$ cat src/design/scl_pkg.sv
// Constants, types and decoders shared by the serial flash configuration loader.
// Assumes a 125 MHz system clock and a single AHB-Lite master.
package scl_pkg;

   localparam int CLK_NS = 8;
   localparam int CLEAR_NS = 1000;
   localparam int CLEAR_CYC = (CLEAR_NS + CLK_NS - 1) / CLK_NS;
   localparam logic [7:0] CLEAR_LAST = 8'(CLEAR_CYC - 1);
   localparam logic [6:0] HALF_BASE = 7'h04;

   localparam logic [2:0] MODE_SPI = 3'h1;
   localparam logic [2:0] VS_FAST = 3'h7;
   localparam logic [2:0] VS_READ = 3'h5;
   localparam logic [2:0] VS_ARRAY = 3'h6;
   localparam logic [7:0] CMD_FAST = 8'h0B;
   localparam logic [7:0] CMD_READ = 8'h03;
   localparam logic [7:0] CMD_ARRAY = 8'hE8;
   localparam logic [2:0] DUMMY_FAST = 3'h1;
   localparam logic [2:0] DUMMY_READ = 3'h0;
   localparam logic [2:0] DUMMY_ARRAY = 3'h4;

   localparam logic [7:0] OFS_CTRL = 8'h00;
   localparam logic [7:0] OFS_STATUS = 8'h04;
   localparam logic [7:0] OFS_ADDR = 8'h08;
   localparam logic [7:0] OFS_LEN = 8'h0C;
   localparam logic [7:0] OFS_DATA = 8'h10;
   localparam logic [7:0] OFS_WORDS = 8'h14;

   localparam int CTRL_RESTART_BIT = 0;
   localparam int CTRL_RATE_LSB = 4;
   localparam int CTRL_SEL_BIT = 8;
   localparam int ST_STATE_LSB = 0;
   localparam int ST_VS_LSB = 8;
   localparam int ST_MODE_LSB = 12;
   localparam int ST_STRAP_BIT = 16;
   localparam int ST_DONEPIN_BIT = 17;

   localparam logic [3:0] RATE_RST = 4'h0;
   localparam logic SEL_RST = 1'b1;
   localparam logic [23:0] ADDR_RST = 24'h000000;
   localparam logic [15:0] LEN_RST = 16'h0004;

   typedef enum logic [5:0] {
      ST_CLEAR = 6'h01,
      ST_WAIT = 6'h02,
      ST_SEND = 6'h04,
      ST_RECV = 6'h08,
      ST_DONE = 6'h10,
      ST_FAIL = 6'h20
   } scl_state_t;

   typedef struct packed {
      logic ok;
      logic [7:0] cmd;
      logic [2:0] dummy;
   } scl_variant_t;

   function automatic scl_variant_t scl_decode(input logic [2:0] vs);
      scl_variant_t v;
      v = '{ok: 1'b0, cmd: 8'h00, dummy: 3'h0};
      if (vs == VS_FAST) begin
         v = '{ok: 1'b1, cmd: CMD_FAST, dummy: DUMMY_FAST};
      end else if (vs == VS_READ) begin
         v = '{ok: 1'b1, cmd: CMD_READ, dummy: DUMMY_READ};
      end else if (vs == VS_ARRAY) begin
         v = '{ok: 1'b1, cmd: CMD_ARRAY, dummy: DUMMY_ARRAY};
      end
      return v;
   endfunction

   function automatic logic [6:0] scl_send_len(input logic [2:0] dummy);
      return 7'h20 + {1'b0, dummy, 3'h0};
   endfunction

endpackage

$ cat src/design/scl_clk_if.sv
// Carrier between the loader and its configuration clock divider.
// Assumes both ends run on the same system clock.
`timescale 1ns/1ps
interface scl_clk_if;
   logic run;
   logic [3:0] rate;
   logic level;
   logic rise;
   logic fall;
   modport gen (input run, input rate, output level, output rise, output fall);
   modport user (output run, output rate, input level, input rise, input fall);
endinterface

$ cat src/design/scl_sync.sv
// Two flip-flop synchroniser for a bundle of pin inputs.
// Assumes the inputs are quasi-static or sampled far from their edges.
`timescale 1ns/1ps
module scl_sync #(
   parameter int W = 1
) (
   // Clock and reset
   input wire logic clk,
   input wire logic rst_n,
   // Data
   input wire logic [W-1:0] d,
   output logic [W-1:0] q
);
   typedef struct packed {
      logic [W-1:0] s1;
      logic [W-1:0] s2;
   } scl_sync_t;

   scl_sync_t st_r;
   scl_sync_t st_nxt;

   always_comb begin
      st_nxt.s1 = d;
      st_nxt.s2 = st_r.s1;
   end

   always_ff @(posedge clk or negedge rst_n) begin
      if (!rst_n) begin
         st_r <= '0;
      end else begin
         st_r <= st_nxt;
      end
   end

   assign q = st_r.s2;
endmodule

$ cat src/design/scl_clkgen.sv
// Divider that makes the configuration clock and its edge ticks.
// Assumes run is held for whole transfers; half period is 4*(rate+1) cycles.
`timescale 1ns/1ps
module scl_clkgen
   import scl_pkg::*;
(
   // Clock and reset
   input wire logic clk,
   input wire logic rst_n,
   // Divider control and ticks
   scl_clk_if.gen cif
);
   typedef struct packed {
      logic [6:0] cnt;
      logic level;
   } scl_cg_t;

   scl_cg_t st_r;
   scl_cg_t st_nxt;
   logic [6:0] last;
   logic wrap;

   assign last = 7'({3'h0, cif.rate} * HALF_BASE + HALF_BASE - 7'h01);
   assign wrap = cif.run && (st_r.cnt == last);

   always_comb begin
      st_nxt = st_r;
      if (!cif.run) begin
         st_nxt = '0;
      end else if (wrap) begin
         st_nxt.cnt = 7'h00;
         st_nxt.level = ~st_r.level;
      end else begin
         st_nxt.cnt = st_r.cnt + 7'h01;
      end
   end

   always_ff @(posedge clk or negedge rst_n) begin
      if (!rst_n) begin
         st_r <= '0;
      end else begin
         st_r <= st_nxt;
      end
   end

   assign cif.level = st_r.level;
   assign cif.rise = wrap && !st_r.level;
   assign cif.fall = wrap && st_r.level;
endmodule

$ cat src/design/scl_top.sv
// Serial flash configuration loader with an AHB-Lite register port.
// Assumes strap and flash pins are asynchronous and pass through synchronisers.
`timescale 1ns/1ps
module scl_top
   import scl_pkg::*;
(
   // Clock and reset
   input wire logic CLOCK,
   input wire logic NRST,
   // AHB-Lite slave
   input wire logic HSEL,
   input wire logic [31:0] HADDR,
   input wire logic [1:0] HTRANS,
   input wire logic HWRITE,
   input wire logic [2:0] HSIZE,
   input wire logic [31:0] HWDATA,
   input wire logic HREADY,
   output logic [31:0] HRDATA,
   output logic HREADYOUT,
   output logic HRESP,
   // Strap pins
   input wire logic [2:0] MODE_PINS,
   input wire logic [2:0] VARIANT_SELECT_PINS,
   input wire logic PULLUP_DISABLE_STRAP,
   // Open-drain indicators
   input wire logic INIT_I,
   output logic INIT_O,
   output logic INIT_OE,
   input wire logic DONE_I,
   output logic DONE_O,
   output logic DONE_OE,
   // Flash link
   output logic CONFIG_CLOCK_OUT,
   output logic FLASH_SELECT_N,
   output logic FLASH_MOSI,
   input wire logic FLASH_DIN,
   // Chain and user pins
   output logic CHAIN_OUT,
   output logic CHAIN_OE,
   output logic PULLUP_ENABLE,
   output logic USER_IO_RELEASE
);
   typedef struct packed {
      scl_state_t state;
      logic [7:0] clr_cnt;
      logic [2:0] mode;
      logic [2:0] vs;
      logic strap;
      logic [55:0] tx;
      logic [6:0] bits;
      logic [6:0] send_len;
      logic mosi;
      logic [31:0] rx;
      logic [4:0] rx_bits;
      logic [15:0] words;
      logic [31:0] data;
      logic chain;
      logic [3:0] rate;
      logic usel;
      logic [23:0] addr;
      logic [15:0] len;
      logic a_wr;
      logic [7:0] a_addr;
      logic [31:0] rdata;
   } scl_main_t;

   localparam scl_main_t ST_RST = '{state: ST_CLEAR, rate: RATE_RST, usel: SEL_RST,
      addr: ADDR_RST, len: LEN_RST, default: '0};

   scl_main_t st_r;
   scl_main_t st_nxt;
   logic [9:0] pins_s;
   logic [2:0] mode_s;
   logic [2:0] vs_s;
   logic strap_s;
   logic din_s;
   logic init_s;
   logic done_s;
   scl_variant_t var_s;
   logic a_take;
   logic loading;
   logic [31:0] status;

   scl_clk_if cif ();

   scl_sync #(.W(10)) u_sync (
      .clk(CLOCK),
      .rst_n(NRST),
      .d({MODE_PINS, VARIANT_SELECT_PINS, PULLUP_DISABLE_STRAP, FLASH_DIN, INIT_I, DONE_I}),
      .q(pins_s)
   );

   scl_clkgen u_clkgen (
      .clk(CLOCK),
      .rst_n(NRST),
      .cif(cif.gen)
   );

   assign {mode_s, vs_s, strap_s, din_s, init_s, done_s} = pins_s;
   assign var_s = scl_decode(vs_s);
   assign a_take = HSEL && HREADY && HTRANS[1] && (HSIZE == 3'h2);
   assign loading = (st_r.state == ST_SEND) || (st_r.state == ST_RECV);
   assign cif.run = loading;
   assign cif.rate = st_r.rate;

   always_comb begin
      status = 32'h00000000;
      status[ST_STATE_LSB +: 6] = st_r.state;
      status[ST_VS_LSB +: 3] = st_r.vs;
      status[ST_MODE_LSB +: 3] = st_r.mode;
      status[ST_STRAP_BIT] = st_r.strap;
      status[ST_DONEPIN_BIT] = done_s;
   end

   always_comb begin
      st_nxt = st_r;
      st_nxt.strap = strap_s;
      st_nxt.a_wr = 1'b0;
      // Address phase: latch the write target, or fetch read data now.
      if (a_take) begin
         st_nxt.a_wr = HWRITE;
         st_nxt.a_addr = HADDR[7:0];
         if (HADDR[7:0] == OFS_CTRL) begin
            st_nxt.rdata = {23'h0, st_r.usel, st_r.rate, 4'h0};
         end else if (HADDR[7:0] == OFS_STATUS) begin
            st_nxt.rdata = status;
         end else if (HADDR[7:0] == OFS_ADDR) begin
            st_nxt.rdata = {8'h00, st_r.addr};
         end else if (HADDR[7:0] == OFS_LEN) begin
            st_nxt.rdata = {16'h0000, st_r.len};
         end else if (HADDR[7:0] == OFS_DATA) begin
            st_nxt.rdata = st_r.data;
         end else if (HADDR[7:0] == OFS_WORDS) begin
            st_nxt.rdata = {16'h0000, st_r.words};
         end else begin
            st_nxt.rdata = 32'h00000000;
         end
      end
      case (st_r.state)
         ST_CLEAR: begin
            st_nxt.clr_cnt = st_r.clr_cnt + 8'h01;
            if (st_r.clr_cnt == CLEAR_LAST) begin
               st_nxt.state = ST_WAIT;
            end
         end
         ST_WAIT: begin
            if (init_s) begin
               st_nxt.mode = mode_s;
               st_nxt.vs = vs_s;
               st_nxt.tx = {var_s.cmd[6:0], st_r.addr, 25'h0};
               st_nxt.mosi = var_s.cmd[7];
               st_nxt.send_len = scl_send_len(var_s.dummy);
               st_nxt.bits = 7'h00;
               st_nxt.words = 16'h0000;
               st_nxt.rx_bits = 5'h00;
               if ((mode_s == MODE_SPI) && var_s.ok) begin
                  st_nxt.state = ST_SEND;
               end else begin
                  st_nxt.state = ST_FAIL;
               end
            end
         end
         ST_SEND: begin
            if (cif.fall) begin
               st_nxt.mosi = st_r.tx[55];
               st_nxt.tx = {st_r.tx[54:0], 1'b0};
               st_nxt.bits = st_r.bits + 7'h01;
               if (st_r.bits == st_r.send_len - 7'h01) begin
                  st_nxt.state = ST_RECV;
                  st_nxt.mosi = 1'b0;
               end
            end
         end
         ST_RECV: begin
            if (cif.fall) begin
               st_nxt.rx = {st_r.rx[30:0], din_s};
               st_nxt.chain = din_s;
               st_nxt.rx_bits = st_r.rx_bits + 5'h01;
               if (st_r.rx_bits == 5'h1F) begin
                  st_nxt.data = {st_r.rx[30:0], din_s};
                  st_nxt.words = st_r.words + 16'h0001;
                  if (st_r.words + 16'h0001 == st_r.len) begin
                     st_nxt.state = ST_DONE;
                  end
               end
            end
         end
         default: begin
         end
      endcase
      // Data phase: apply writes; restart reruns the whole load.
      if (st_r.a_wr) begin
         if (st_r.a_addr == OFS_CTRL) begin
            st_nxt.rate = HWDATA[CTRL_RATE_LSB +: 4];
            st_nxt.usel = HWDATA[CTRL_SEL_BIT];
            if (HWDATA[CTRL_RESTART_BIT]) begin
               st_nxt.state = ST_CLEAR;
               st_nxt.clr_cnt = 8'h00;
               st_nxt.mosi = 1'b0;
            end
         end else if (st_r.a_addr == OFS_ADDR) begin
            st_nxt.addr = HWDATA[23:0];
         end else if (st_r.a_addr == OFS_LEN) begin
            st_nxt.len = HWDATA[15:0];
         end
      end
   end

   always_ff @(posedge CLOCK or negedge NRST) begin
      if (!NRST) begin
         st_r <= ST_RST;
      end else begin
         st_r <= st_nxt;
      end
   end

   assign HRDATA = st_r.rdata;
   assign HREADYOUT = 1'b1;
   assign HRESP = 1'b0;
   assign INIT_O = 1'b0;
   assign INIT_OE = (st_r.state == ST_CLEAR);
   assign DONE_O = 1'b0;
   assign DONE_OE = (st_r.state != ST_DONE);
   assign CONFIG_CLOCK_OUT = cif.level;
   assign FLASH_SELECT_N = loading ? 1'b0 : st_r.usel;
   assign FLASH_MOSI = st_r.mosi;
   assign CHAIN_OUT = st_r.chain;
   assign CHAIN_OE = (st_r.state != ST_DONE);
   assign PULLUP_ENABLE = (st_r.state != ST_DONE) && !st_r.strap;
   assign USER_IO_RELEASE = (st_r.state == ST_DONE);
endmodule

$ cat config.mk
export PLATFORM = sky130hd
export DESIGN_NAME = scl_top
export DESIGN_NICKNAME = d
export VERILOG_FILES = /design/src/design/scl_pkg.sv /design/src/design/scl_clk_if.sv /design/src/design/scl_sync.sv /design/src/design/scl_clkgen.sv /design/src/design/scl_top.sv
export SDC_FILE = /design/constraint.sdc
export NUM_CORES = 1
export LEC_CHECK = 0
export ABC_AREA = 1
export BUFFER_PORTS_ARGS = -buffer_cell sky130_fd_sc_hd__buf_2
export CORE_UTILIZATION = 63
export DETAILED_ROUTE_END_ITERATION = 10
export GPL_TIMING_DRIVEN = 0
export PLACE_DENSITY = 0.84
export SYNTH_ARGS = -nofsm -noshare
export SYNTH_HDL_FRONTEND = slang
export SYNTH_HIERARCHICAL = 1
export SYNTH_SLANG_ARGS = --single-unit
$ cat constraint.sdc
create_clock -name CLOCK -period 4.3 [get_ports CLOCK]
set_clock_uncertainty 0.05 [all_clocks]
set_input_delay 0.86 -clock CLOCK [delete_from_list [all_inputs] [get_ports CLOCK]]
set_output_delay 0.86 -clock CLOCK [all_outputs]
set_load 0.005 [all_outputs]
Word level (Yosys, flattened, before mapping)
Index checks and enable logic that the tools add are counted.
{ "word_totals": {"register_bits": 291, "inputBits": 84, "out_inout_bits": 45, "word_cells": 127} }
{ "classes": {"n_addsub": 9, "eq_ne": 28, "mux": 40, "bitwise_logic": 3, "reduce_logical": 22} }
{ "ops": {"columns": ["op", "n"], "rows": [
  ["2-to-1 mux 32 bit", 5],
  ["one-hot mux 63 bit (2 select lines)", 1],
  ["2-to-1 mux 71 bit", 1],
  ["2-to-1 mux 63 bit", 1],
  ["2-to-1 mux 54 bit", 1],
  ["2-to-1 mux 48 bit", 1],
  ["2-to-1 mux 6 bit", 8],
  ["2-to-1 mux 14 bit", 3],
  ["one-hot mux 21 bit (2 select lines)", 1],
  ["2-to-1 mux 41 bit", 1],
  ["2-to-1 mux 12 bit", 3],
  ["== test 8 x 4 -> 1 bit, second input constant", 4],
  ["one-hot mux 6 bit (4 select lines)", 1],
  ["2-to-1 mux 21 bit", 1],
  ["adder 16 x 1 -> 16 bit, second input constant", 1],
  ["== test 16 bit", 1],
  ["== test 8 x 5 -> 1 bit, second input constant", 2],
  ["logical NOT 8 bit", 2],
  ["2-to-1 mux 16 bit", 1],
  ["2-to-1 mux 8 bit", 2],
  ["adder 7 x 1 -> 7 bit, second input constant", 2],
  ["== test 7 bit", 2],
  ["subtractor 7 x 1 -> 7 bit, second input constant", 2],
  ["AND reduction 3 bit", 4],
  ["28 further kinds", 51]
]} }

Logic depth before layout (Yosys ltp)
{ "depth": {"word_depth": 11, "ltp_mapped": 21, "ltp_nobuf": 20} }

By module
Netlist, hierarchy kept.
{ "modules_own_cells": {"columns": ["mod", "n_inst", "cells_each", "area_per_inst_um2"], "rows": [
  ["scl_top", 1, 1347, 11091.9],
  ["scl_sync", 1, 20, 500.5],
  ["scl_clkgen", 1, 65, 467.9]
]} }

Least setup slack after synthesis
OpenSTA, ideal clock, no wires.
{ "synth_path": {"path_kind": "register to register", "from": "reg st_r[262] (netlist name)", "to": "reg st_r[261] (netlist name)", "setup_ns": 0.113, "t_arrival_ns": 2.236, "t_required_ns": 4.137, "path_slack_ns": 1.900, "path_stages_with_launch": 22, "path_buffers": 1, "synth_period_minus_slack_ns": 2.400, "path_cell_list": "dfrtp_1 > inv_1 > nand2_1 > inv_2 > nand4_1 > nand2_1 > nand3_1 > nor2_1 > buf_2 > nand2_1 > a21oi_1 > nand3_1 > nor2_1 > nand3_1 > nor2_1 > nand2_1 > nor2_1 > nand3_1 > nand2_1 > nand3_1 > nand2_1 > inv_1"} }
{ "synth_rtl": {"columns": ["item", "line_no", "rtl"], "rows": [
  ["start, declared", "scl_top.sv:70", "scl_main_t st_r;"],
  ["start signal, assigned", "scl_top.sv:213", "st_r <= st_nxt;"]
]} }

==> results.md <==
* Status: complete, no violations
* Layout area overhead at 13.8%
* Die Wd at 140 um
* Clock sinks at 261
* Max-cap violations at 0
* Root Buffer: clkbuf_16
* Mapped Cells at 1431
* Syn avg cell area at 8.43 sq um
* DR top layer: met4
* Post_cts resized at 0
* Full die area at 19700 sq um
* DRT met1 WL at 13600 um
* Worst Setup Start Kind: flop
* Net count reported at finish at 1647
* Power per cell area at 386 nW/um^2
* DR vias at 10532
* Vias in the first global route at 10097
* Period utilization at 82.6%
* IO Count at 129
* Post-route ant nets at 0
* Routed vias/inst at 5.82
* Die Span Y at 140 um
* Fmax at 0.282 GHz
* Post-DP Area at 12900 sq um
* Max Slew Vio Count at 0
* Met3 wire len at 3000 um
* Num rows at 50
* Setup WS post-layout at 749 ps
* Leak Pwr at 7.00 nW
* IO Port Bufs at 91
* Post-Route WL at 32300 um
* Final Hold Viols at 0
* Min cycle time layout at 3550 ps
* Peak supply drop at 0.407 mV
* Global-route wire length before repair at 51400 um
* Setup Crit Path Kind: flop to flop
* Util after Layout at 73.4%
* Critical Path RT at 4670 ps
* Initial DRC Count at 963
* Crit path DAT at 3930 ps
* Cell area after synthesis at 12100 sq um
* CTS Buffer Depth at 3
* Final hold slack at 125 ps
* Initial antenna violation count at 0
* Worst-path clk slew at 60 ps
* Cts bufs inserted at 27
* Initial core utilization at 64.5%
* Total GRT Usage at 33.9%
* DP Wirelength at 23300 um
* Most frequent CP cell: nand2_1
* CP max stage delay at 390 ps
* First-pass DRT Iterations at 6
* CP Cell Sequence: inv_1 -> nand2_1 -> inv_2 -> nand4_1 -> nand2_1 -> nand3_1 -> nor2_1 -> buf_2 -> nand2_1 -> a21oi_1 -> nand3_1 -> nor2_1 -> nand3_1 -> nor2_1 -> nand2_1 -> nor2_1 -> nand3_1 -> nand2_1 -> nand3_1 -> nand2_1 -> inv_1
* Setup WS pre-CTS at 898 ps
* Met2 Wirelength at 14500 um
* Ys Warns at 6
* Postcts setup bufs at 0
* Slowest-stage cell, CP: dfrtp_1
* Final Instance Area at 13700 sq um
* CTS tree: yes
* CORE AREA at 18700 sq um
* Setup crit end kind: flop
* Largest net degree at the start of global routing at 126
* H-tree Lvls at 1
* Drt wl/cell at 17.9 um
* Slew headroom at 50.1%
* HP Class: primary input to asynchronous set/reset pin
* RSZ-0062 raised after global routing: false
* Least-Margin Pin Slew at 746 ps
* Fillers at 1391
* Layout cell share with drive strength beyond 1 at 14.0%
* Final Setup Violations at 0
* Overflow after GRT at 0
* Residual DRC at 0
* Critical path peak fanout at 10
* Diode count at 0
* Worst skew pair latency at 530 ps
* Final Wtd Congestion at 0.935
* Post-CTS Hold Fix Bufs at 0
-- routing by layer --
layer / global-route usage [%] / up-vias
met5: 0 / -
met4: 13.2 / 0
met3: 6.70 / 92
met2: 52.5 / 523
met1: 47.4 / 5061
li1: - / 4856
-- state kept, by name, summed over array words and instances, names as in the netlist --
signal,flops
st_r,196
HRDATA,32
u_sync/q,10
u_sync/st_nxt,10
u_clkgen/st_r,7
cif.rate,4
FLASH_MOSI,1
u_clkgen/cif.level,1
-- worst paths after layout --
check	startpoint	end	slack, ps	cells past startpoint
max	st_r[263]	st_r[261]	750	21
min	NRST	st_r[125]	120	1
max reg2reg	st_r[263]	st_r[261]	750	21
min reg2reg	u_sync/st_nxt[8]	u_sync/q[8]	290	0
max in group asynchronous	NRST	st_r[257]	3190	2
min in group CLOCK	u_sync/st_nxt[8]	u_sync/q[8]	290	0
-- layout make-up --
type / instances / area, sq um / share of cell area, %
clock buffers: 37 / 743 / 5.42
well taps: 234 / 293 / 2.13
clock inverters: 12 / 103 / 0.748
plain buffers: 89 / 492 / 3.58
flip-flops and latches: 261 / 6540 / 47.6
inverters: 179 / 672 / 4.90
multi-input cells: 904 / 4370 / 31.8
repair buffers: 93 / 520 / 3.79
-- critical path, delay by kind of cell (launching register included) --
kind            cells  cell delay [ps]
simple gates       16             2270
flops               1              390
buf+inv             4              630
compound gates      1              120
-- where the power goes --
group          switching (mW)  internal (mW)
logic                   0.220          0.139
clock network           0.971           1.27
registers               0.103           2.60
total                    1.29           4.01
-- metrics by stage --
step	power [mW]	cells	TNS, ps
2_1_floorplan	2.92	1433	0
3_3_place_gp	3.07	1758	-584850
3_5_place_dp	3.09	1760	0
4_1_cts	5.31	1809	0
5_1_grt	5.47	1809	0
6_report	5.30	1809	0
-- cells in the final DEF, fill, tap and decap left out, types with 4 or more instances in the layout --
| master | n |
|---|---|
| a21oi_1 | 30 |
| a221oi_1 | 4 |
| a22o_1 | 4 |
| a31oi_1 | 11 |
| a32oi_1 | 13 |
| buf_2 | 105 |
| buf_4 | 37 |
| clkbuf_1 | 44 |
| clkbuf_16 | 27 |
| clkinv_2 | 6 |
| conb_1 | 4 |
| dfrtp_1 | 258 |
| ha_1 | 8 |
| inv_1 | 173 |
| inv_2 | 6 |
| nand2_1 | 376 |
| nand3_1 | 61 |
| nand4_1 | 16 |
| nor2_1 | 100 |
| nor2_2 | 8 |
| nor3_1 | 13 |
| nor3_2 | 4 |
| o211ai_1 | 5 |
| o21ai_0 | 175 |
| o22ai_1 | 18 |
| o31ai_1 | 14 |
| xor2_1 | 7 |
(Power assumes the default switching activity.)
